==> config.mk <==
export PLATFORM = sky130hd
export DESIGN_NAME = token_net_status_diag_regs
export DESIGN_NICKNAME = d
export VERILOG_FILES = /design/src/inc/token_net_pkg.sv /design/src/rtl/nak_counter.sv /design/src/rtl/sticky_flag.sv /design/src/rtl/token_net_status_diag_regs.sv
export SDC_FILE = /design/constraint.sdc
export NUM_CORES = 1
export LEC_CHECK = 0
export ABC_AREA = 0
export ABC_CLOCK_PERIOD_IN_PS = 2710
export BUFFER_PORTS_ARGS = -buffer_cell sky130_fd_sc_hd__clkbuf_2
export CELL_PAD_IN_SITES_DETAIL_PLACEMENT = 1
export CELL_PAD_IN_SITES_GLOBAL_PLACEMENT = 1
export CORE_AREA = 2 2 75 77
export CTS_BUF_LIST = sky130_fd_sc_hd__clkbuf_4
export CTS_CLUSTER_DIAMETER = 150
export DETAILED_ROUTE_END_ITERATION = 7
export DIE_AREA = 0 0 77 79
export PLACE_DENSITY_LB_ADDON = 0.1
export SETUP_SLACK_MARGIN = 0.05
export SYNTH_ARGS = -nofsm -noshare
export SYNTH_HDL_FRONTEND = slang
export SYNTH_SLANG_ARGS = --single-unit
==> constraint.sdc <==
create_clock -name mclk_in -period 2.71 [get_ports mclk_in]
set_clock_uncertainty 0.05 [all_clocks]
set_input_delay 0.271 -clock mclk_in [delete_from_list [all_inputs] [get_ports mclk_in]]
set_output_delay 0.271 -clock mclk_in [all_outputs]
set_load 0.01 [all_outputs]
==> src/inc/token_net_pkg.sv <==
/*
 Package for the status, mask and diagnostic register bank of a token-passing node.
 Holds offsets, bit positions, reset values and command codes.
 Assumes the surrounding host bus decodes word addresses A[5:1].
*/
package token_net_pkg;
    localparam logic [5:0] OFF_STATUS = 6'h00;
    localparam logic [5:0] OFF_DIAG = 6'h02;

    localparam int BIT_TX_IDLE = 0;
    localparam int BIT_TX_ACKED = 1;
    localparam int BIT_RING_REBUILD = 2;
    localparam int BIT_POWER_ON = 4;

    localparam int BIT_SUCC_LOST = 1;
    localparam int BIT_PROBE_MATCH = 2;
    localparam int BIT_NAK_OVER = 3;
    localparam int BIT_TOKEN_SEEN = 4;
    localparam int BIT_RX_ACT = 5;
    localparam int BIT_CLASH_ID = 6;
    localparam int BIT_LOCAL_TMO = 7;

    localparam int MASK_NAK = 3;
    localparam int MASK_REBUILD = 2;
    localparam int MASK_SUCC = 1;
    localparam int MASK_IDLE = 0;

    // Status bits 7..5 read as ones
    localparam logic [15:0] STATUS_FIXED = 16'h00E0;
    localparam logic [3:0] MASK_RESET = 4'h0;

    localparam logic [7:0] CMD_SEND_CANCEL = 8'h01;
    localparam logic [7:0] CMD_SEND = 8'h03;
    localparam logic [7:0] CMD_SUCC_CLEAR = 8'h09;
    localparam logic [7:0] CMD_POR_NAK_CLEAR = 8'h0E;
    localparam logic [7:0] CMD_REBUILD_CLEAR = 8'h16;

    localparam logic [7:0] NAK_LIMIT_SHORT = 8'h04;
    localparam logic [7:0] NAK_LIMIT_LONG = 8'h80;
endpackage

==> src/rtl/nak_counter.sv <==
/*
 Counts refusals of free-buffer enquiries and pulses on reaching 4 or 128.
 Assumes refusal strobes come from the protocol engine and restart from the host send command, both on mclk_in.
*/
`timescale 1ns/100ps
module nak_counter (
    input wire logic mclk_in,
    input wire logic rst_in,
    input wire logic soft_rst_in,
    input wire logic long_limit_in,
    input wire logic nak_in,
    input wire logic restart_in,
    output logic overrun_out
);
    typedef struct packed {
        logic [7:0] count;
        logic hit;
    } state_s;

    state_s cur;
    state_s next_cur;
    logic [7:0] limit;

    always_comb begin
        limit = long_limit_in ? token_net_pkg::NAK_LIMIT_LONG : token_net_pkg::NAK_LIMIT_SHORT;
        next_cur = cur;
        next_cur.hit = 1'b0;
        if (soft_rst_in || restart_in) begin
            next_cur.count = 8'h00;
        end else if (nak_in) begin
            if (cur.count + 8'h01 >= limit) begin
                next_cur.hit = 1'b1;
                next_cur.count = 8'h00;
            end else begin
                next_cur.count = cur.count + 8'h01;
            end
        end
    end

    always_ff @(posedge mclk_in) begin
        if (rst_in) begin
            cur <= '0;
        end else begin
            cur <= next_cur;
        end
    end

    assign overrun_out = cur.hit;
endmodule

==> src/rtl/sticky_flag.sv <==
/*
 One sticky event flag: set wins over clear.
 Assumes set and clear come from logic on mclk_in.
*/
`timescale 1ns/100ps
module sticky_flag (
    input wire logic mclk_in,
    input wire logic rst_in,
    input wire logic init_in,
    input wire logic set_in,
    input wire logic clear_in,
    output logic flag_out
);
    typedef struct packed {
        logic flag;
    } state_s;

    state_s cur;
    state_s next_cur;

    always_comb begin
        next_cur = cur;
        if (set_in) begin
            next_cur.flag = 1'b1;
        end else if (clear_in) begin
            next_cur.flag = 1'b0;
        end
    end

    always_ff @(posedge mclk_in) begin
        if (rst_in) begin
            cur.flag <= init_in;
        end else begin
            cur <= next_cur;
        end
    end

    assign flag_out = cur.flag;
endmodule

==> src/rtl/token_net_status_diag_regs.sv <==
/*
 Status, event mask and diagnostic register bank of a token-passing node, with the
 transmit-idle tracker and communication interrupt.
 Assumes a synchronous host bus on mclk_in with one-cycle read and write strobes, and
 event strobes from the protocol engine on the same clock.
 // Function
 // - Power-on flag sets on any reset and clears only by command 0Eh.
 // - Ring-rebuild flag sets on reconfiguration, clears on soft reset or command 16h.
 // - Transmit-acked sets on good non-broadcast send, clears on soft reset or send 03h.
 // - Transmit-idle is 1 when sending is done and drops on a send command.
 // - In free-buffer or single-packet mode idle returns on packet end or cancel 01h.
 // - In automatic resend idle stays 0 until cancel or single-packet becomes 1.
 // - Soft reset sets transmit-idle, also shown in the extended status bit 0.
 // - Soft reset clears the write-only event mask.
 // - Masked NAK, rebuild, successor-lost or idle raise the interrupt with core enable.
 // - Local-rebuild-timeout sets on own timer expiry, clears on read or soft reset.
 // - Clashing-ID sets offline on ID clash or online on own token, clears on read.
 // - Receive-activity sets on receive activity, clears on read or soft reset.
 // - Token-seen sets on a foreign token, clears on read or soft reset.
 // - NAK-overrun sets after 4 or 128 refusals, cleared by soft reset or 0Eh only.
 // - Probe-ID-match sets on a foreign token matching the probe ID, clears on read.
 // - Successor-lost sets when the successor ignores the token, clears by 09h.
*/
`timescale 1ns/100ps
module token_net_status_diag_regs (
    input wire logic mclk_in,
    input wire logic rst_in,
    input wire logic soft_rst_in,
    input wire logic [5:0] addr_in,
    input wire logic rd_in,
    input wire logic wr_in,
    input wire logic [15:0] wdata_in,
    output logic [15:0] rdata_out,
    input wire logic tx_buffer_mode,
    input wire logic single_packet_send,
    input wire logic online_enable,
    input wire logic nak_long_limit_in,
    input wire logic core_irq_enable_in,
    input wire logic reconfig_in,
    input wire logic local_timeout_in,
    input wire logic tx_done_in,
    input wire logic tx_ok_unicast_in,
    input wire logic id_clash_in,
    input wire logic own_token_in,
    input wire logic rx_activity_in,
    input wire logic foreign_token_in,
    input wire logic [7:0] foreign_token_id_in,
    input wire logic [7:0] probe_id_in,
    input wire logic nak_in,
    input wire logic succ_lost_in,
    output logic tx_idle_flag_out,
    output logic tx_active_out,
    output logic comm_irq_out
);
    typedef struct packed {
        logic [3:0] mask;
        logic tx_idle;
        logic auto_send;
        logic [15:0] rdata;
    } state_s;

    state_s cur;
    state_s next_cur;

    logic wr_status;
    logic wr_cmd;
    logic rd_status;
    logic rd_diag;
    logic cmd_send;
    logic cmd_cancel;
    logic nak_hit;
    logic any_rst;
    logic power_on_flag;
    logic ring_rebuild_flag;
    logic tx_acked_flag;
    logic local_rebuild_timeout;
    logic clashing_id_flag;
    logic rx_activity_flag;
    logic token_seen_flag;
    logic nak_overrun_flag;
    logic probe_id_match;
    logic successor_lost_flag;
    logic [15:0] status_word;
    logic [15:0] diag_word;

    function automatic logic hit(input logic [5:0] a, input logic [5:0] off);
        hit = (a[5:1] == off[5:1]);
    endfunction

    // Reads and writes decode apart
    assign rd_status = rd_in && hit(addr_in, token_net_pkg::OFF_STATUS);
    assign rd_diag = rd_in && hit(addr_in, token_net_pkg::OFF_DIAG);
    assign wr_status = wr_in && hit(addr_in, token_net_pkg::OFF_STATUS);
    assign wr_cmd = wr_in && hit(addr_in, token_net_pkg::OFF_DIAG);
    assign cmd_send = wr_cmd && (wdata_in[7:0] == token_net_pkg::CMD_SEND);
    assign cmd_cancel = wr_cmd && (wdata_in[7:0] == token_net_pkg::CMD_SEND_CANCEL);
    assign any_rst = rst_in || soft_rst_in;

    nak_counter u_nak (
        .mclk_in(mclk_in),
        .rst_in(rst_in),
        .soft_rst_in(soft_rst_in),
        .long_limit_in(nak_long_limit_in),
        .nak_in(nak_in),
        .restart_in(cmd_send),
        .overrun_out(nak_hit)
    );

    // Power-on flag: reset sets it, 0Eh clears it
    sticky_flag u_por (
        .mclk_in(mclk_in), .rst_in(any_rst), .init_in(1'b1),
        .set_in(1'b0),
        .clear_in(wr_cmd && wdata_in[7:0] == token_net_pkg::CMD_POR_NAK_CLEAR),
        .flag_out(power_on_flag)
    );
    sticky_flag u_rebuild (
        .mclk_in(mclk_in), .rst_in(any_rst), .init_in(1'b0),
        .set_in(reconfig_in),
        .clear_in(wr_cmd && wdata_in[7:0] == token_net_pkg::CMD_REBUILD_CLEAR),
        .flag_out(ring_rebuild_flag)
    );
    sticky_flag u_acked (
        .mclk_in(mclk_in), .rst_in(any_rst), .init_in(1'b0),
        .set_in(tx_ok_unicast_in),
        .clear_in(cmd_send),
        .flag_out(tx_acked_flag)
    );
    sticky_flag u_local_tmo (
        .mclk_in(mclk_in), .rst_in(any_rst), .init_in(1'b0),
        .set_in(local_timeout_in),
        .clear_in(rd_diag),
        .flag_out(local_rebuild_timeout)
    );
    sticky_flag u_clash (
        .mclk_in(mclk_in), .rst_in(any_rst), .init_in(1'b0),
        .set_in(online_enable ? own_token_in : id_clash_in),
        .clear_in(rd_diag),
        .flag_out(clashing_id_flag)
    );
    sticky_flag u_rx_act (
        .mclk_in(mclk_in), .rst_in(any_rst), .init_in(1'b0),
        .set_in(rx_activity_in),
        .clear_in(rd_diag),
        .flag_out(rx_activity_flag)
    );
    sticky_flag u_token (
        .mclk_in(mclk_in), .rst_in(any_rst), .init_in(1'b0),
        .set_in(foreign_token_in),
        .clear_in(rd_diag),
        .flag_out(token_seen_flag)
    );
    sticky_flag u_nak_flag (
        .mclk_in(mclk_in), .rst_in(any_rst), .init_in(1'b0),
        .set_in(nak_hit),
        .clear_in(wr_cmd && wdata_in[7:0] == token_net_pkg::CMD_POR_NAK_CLEAR),
        .flag_out(nak_overrun_flag)
    );
    sticky_flag u_probe (
        .mclk_in(mclk_in), .rst_in(any_rst), .init_in(1'b0),
        .set_in(foreign_token_in && foreign_token_id_in == probe_id_in),
        .clear_in(rd_diag),
        .flag_out(probe_id_match)
    );
    sticky_flag u_succ (
        .mclk_in(mclk_in), .rst_in(any_rst), .init_in(1'b0),
        .set_in(succ_lost_in),
        .clear_in(wr_cmd && wdata_in[7:0] == token_net_pkg::CMD_SUCC_CLEAR),
        .flag_out(successor_lost_flag)
    );

    always_comb begin
        status_word = token_net_pkg::STATUS_FIXED;
        status_word[token_net_pkg::BIT_POWER_ON] = power_on_flag;
        status_word[token_net_pkg::BIT_RING_REBUILD] = ring_rebuild_flag;
        status_word[token_net_pkg::BIT_TX_ACKED] = tx_acked_flag;
        status_word[token_net_pkg::BIT_TX_IDLE] = cur.tx_idle;
        diag_word = 16'h0000;
        diag_word[token_net_pkg::BIT_LOCAL_TMO] = local_rebuild_timeout;
        diag_word[token_net_pkg::BIT_CLASH_ID] = clashing_id_flag;
        diag_word[token_net_pkg::BIT_RX_ACT] = rx_activity_flag;
        diag_word[token_net_pkg::BIT_TOKEN_SEEN] = token_seen_flag;
        diag_word[token_net_pkg::BIT_NAK_OVER] = nak_overrun_flag;
        diag_word[token_net_pkg::BIT_PROBE_MATCH] = probe_id_match;
        diag_word[token_net_pkg::BIT_SUCC_LOST] = successor_lost_flag;
    end

    always_comb begin
        next_cur = cur;
        if (wr_status) begin
            next_cur.mask = wdata_in[3:0];
        end
        // Transmit-idle tracker
        if (cmd_send) begin
            next_cur.tx_idle = 1'b0;
            next_cur.auto_send = tx_buffer_mode && !single_packet_send;
        end else if (cmd_cancel) begin
            next_cur.tx_idle = 1'b1;
            next_cur.auto_send = 1'b0;
        end else if (cur.auto_send) begin
            if (single_packet_send) begin
                next_cur.tx_idle = 1'b1;
                next_cur.auto_send = 1'b0;
            end
        end else if (tx_done_in && !cur.tx_idle) begin
            next_cur.tx_idle = 1'b1;
        end
        if (rd_status) begin
            next_cur.rdata = status_word;
        end else if (rd_diag) begin
            next_cur.rdata = diag_word;
        end else if (rd_in) begin
            next_cur.rdata = 16'h0000;
        end
    end

    always_ff @(posedge mclk_in) begin
        if (rst_in || soft_rst_in) begin
            cur.mask <= token_net_pkg::MASK_RESET;
            cur.tx_idle <= 1'b1;
            cur.auto_send <= 1'b0;
            cur.rdata <= 16'h0000;
        end else begin
            cur <= next_cur;
        end
    end

    assign rdata_out = cur.rdata;
    assign tx_idle_flag_out = cur.tx_idle;
    assign tx_active_out = !cur.tx_idle;
    assign comm_irq_out = core_irq_enable_in && (
        (cur.mask[token_net_pkg::MASK_NAK] && nak_overrun_flag) ||
        (cur.mask[token_net_pkg::MASK_REBUILD] && ring_rebuild_flag) ||
        (cur.mask[token_net_pkg::MASK_SUCC] && successor_lost_flag) ||
        (cur.mask[token_net_pkg::MASK_IDLE] && cur.tx_idle));
endmodule

==> flow_summary_export.csv <==
group,metric,value,unit
sta,tightestPinTransition,0.496,ns
power,p_per_area,415,nW/µm²
sta,rsz0062_at_grt,"false",
logic_synthesis,ys_warn_count,0,
critical_path,worstSetupEndpointType,"flop",
place,placed_cell_area,2070,µm²
die,rows,27,
sta,fmax,0.408,GHz
clocking,numCtsBuffers,5,
global_route,antenna_found_initial,0,
logic_synthesis,synth_edf_count,0,
global_route,grtUsageTotal,16.2,%
clocking,cts_hold_buf,0,
logic_synthesis,synth_compound_area_share,16.5,%
critical_path,criticalPathCategory,"flop to flop",
die,initial_core_util,32.9,%
place,gp_congestion,0.756,
clocking,root_buffer,"clkbuf_4",
routing,vias_per_cell,4.90,
die,dieArea,6080,µm²
power,p_leak,0.908,nW
clocking,clock_path_buffers,2,
logic_synthesis,synth.mux.area_fraction,1.78,%
routing,routed_wl,4580,µm
global_route,grt_pass1_wl,7890,µm
routing,vias,1672,
layout,fin_nets,330,
global_route,grt_overflow_total,0,
sta,period_minus_slack,2.45,ns
sta,fin_tns_setup,0,ns
layout,final_cells,341,
logic_synthesis,async_flop_share,0,%
layout,drive_gt1_share,30.1,%
logic_synthesis,ys_seq_area_share,37.7,%
critical_path,regToRegEndpoint,"u_nak.cur[6]",
sta,slew_violations,0,
routing,first_iter_violations,36,
routing,drc,0,
critical_path,startpoint_type,"flop",
logic_synthesis,synth_cell_types,42,
place,dp_hpwl,3640,µm
logic_synthesis,synth_top_family_by_area,"simple AND/OR/NAND/NOR gates",
die,core-area,5340,µm²
layout,fillers,691,
sta,hold_ws,0.0450,ns
logic_synthesis,synth_ff_type,"dfxtp_1",
logic_synthesis,synth_area_leaders,"dfxtp_1 (38%), buf_4 (6.8%), nor2_1 (6.0%)",
routing,ant_nets,0,
sta,setup_slack,0.259,ns
logic_synthesis,synthAdderAreaFrac,2.85,%
sta,maxSlewHeadroom,66.6,%
critical_path,worstPathRequired,2.94,ns
worst_hold_path,hold_path.class,"input pin to flop",
logic_synthesis,synth-seq-cells,33,
run_status,status,"complete, no violations",
routing,first_pass_iters,4,
logic_synthesis,netlist_area,1750,µm²
clocking,post_cts_resized,0,
clocking,h-tree-depth,2,
die,die_x,77,µm
job,drv_cap,0,
power,ir_drop,183,µV
place,dp.cells,333,
worst_hold_path,hold_depth,2,
logic_synthesis,synth_simple_gate_area_share,25.5,%
layout,area_growth,21.3,%
logic_synthesis,synth_cells,211,
global_route,grt_max_degree,22,
critical_path,r2r_cells,7,
critical_path,rrSetupSlack,0.26,ns
worst_hold_path,min_to,"cur[16]",
logic_synthesis,synth_top_area_cell,"dfxtp_1",
layout,final_area,2130,µm²
clocking,cts_tree,"built",
critical_path,r2r-start,"u_nak.cur[3]",
sta,fin_crit_sh,90.4,%
logic_synthesis,synth-xor-area-share,6.49,%
clocking,cts_setup_buffers,0,
clocking,clk_pin_slew,0.11,ns
worst_hold_path,min-delay-start,"single_packet_send",
clocking,clock_sinks,33,
sta,hold_violations,0,
clocking,insertion_delay,0.34,ns
place,dp_slack,0.189,ns
critical_path,cp_max_fo,7,
logic_synthesis,synth_most_common_cell,"dfxtp_1",
die,io_pins,77,
sta,setup_viol,0,
logic_synthesis,syn_avg_cell_area,8.31,µm²
critical_path,worstPathArrival,2.68,ns
routing,routedWlPerCell,13.4,µm
layout,antenna_cells,0,
logic_synthesis,yosys.area.top_type_share,37.7,%
place,io_buffer_count,59,
logic_synthesis,synthTopCellsByCount,"dfxtp_1 (33), nor2_1 (28), a21oi_1 (19), buf_4 (16), nand2_1 (16)",
global_route,grt_pass1_vias,1693,
die,die_h,79,µm
logic make-up (layout without fill, tap and decap cells):
logic type	Yosys count	after routing
compound gates	44	44
xor+xnor	13	13
fa+ha+maj	4	4
buf+inv	26	77
flops	33	33
mux	3	3
other cells	1	8
simple gates	87	87
cell usage in the layout, fill, tap and decap left out, types with 5 or more instances in the layout:
cell,synthesis,final
clkbuf_2,0,59
dfxtp_1,33,33
nor2_1,28,28
a21oi_1,19,19
nand2_1,16,16
xnor2_1,9,9
o21ai_0,8,8
conb_1,1,8
nor4_1,7,7
buf_4,16,6
nand3_1,5,5
a22oi_1,5,5
nor3_1,6,5
nand4_1,5,5
clkbuf_4,0,5
cell type report:
class                      count  area [µm²]  share of cell area [%]
tap                           72        90.1                    4.24
clock buffer                   5        37.5                    1.76
multi-input combinational    159         966                    45.4
clock inverter                 3        17.5                   0.824
inverter                       4        15.0                   0.706
sequential                    33         661                    31.1
timing repair buffer          65         340                    16.0
worst max-delay path, stage by stage, from the launching register on:
cell and delay, ns:
dfxtp_1 0.46, nand3_1 0.18, nor3_2 0.28, xor2_1 0.18
ha_1 0.26, or2_2 0.33, or4_1 0.47, a21oi_1 0.16
power breakdown:
part,internal (W),switching (W)
Combinational,0.0000498,0.0000592
Sequential,0.000492,0.00000430
Clock,0.0000978,0.000180
routing by layer:
layer	track usage, %	vias up	share of wire [%]
li1	-	849	-
met1	20.2	783	47
met2	27.4	38	48
met3	5.00	2	4.7
met4	4.29	0	0.57
met5	0	-	0
how the worst max path moves through the flow:
stage	start	cells after the start	slack, ns	endpoint
2_1_floorplan	u_nak.cur[5]	8	0.32	u_nak.cur[6]
3_3_place_gp	u_nak.cur[3]	7	0.26	u_nak.cur[6]
3_5_place_dp	u_nak.cur[3]	7	0.19	u_nak.cur[6]
4_1_cts	u_nak.cur[3]	7	0.17	u_nak.cur[6]
5_1_grt	u_nak.cur[3]	7	0.11	u_nak.cur[6]
6_report	u_nak.cur[3]	7	0.26	u_nak.cur[6]
stage by stage:
| stage | util [%] | power [W] |
|---|---|---|
| CTS | 39.8 | 0.000901 |
| floorplan | - | 0.000569 |
| finish | 39.9 | 0.000883 |
| global route | 39.9 | 0.000940 |
| global placement | 38.7 | 0.000615 |
| detailed placement | 38.7 | 0.000617 |
Note: power is estimated with default switching activity, not from simulation.
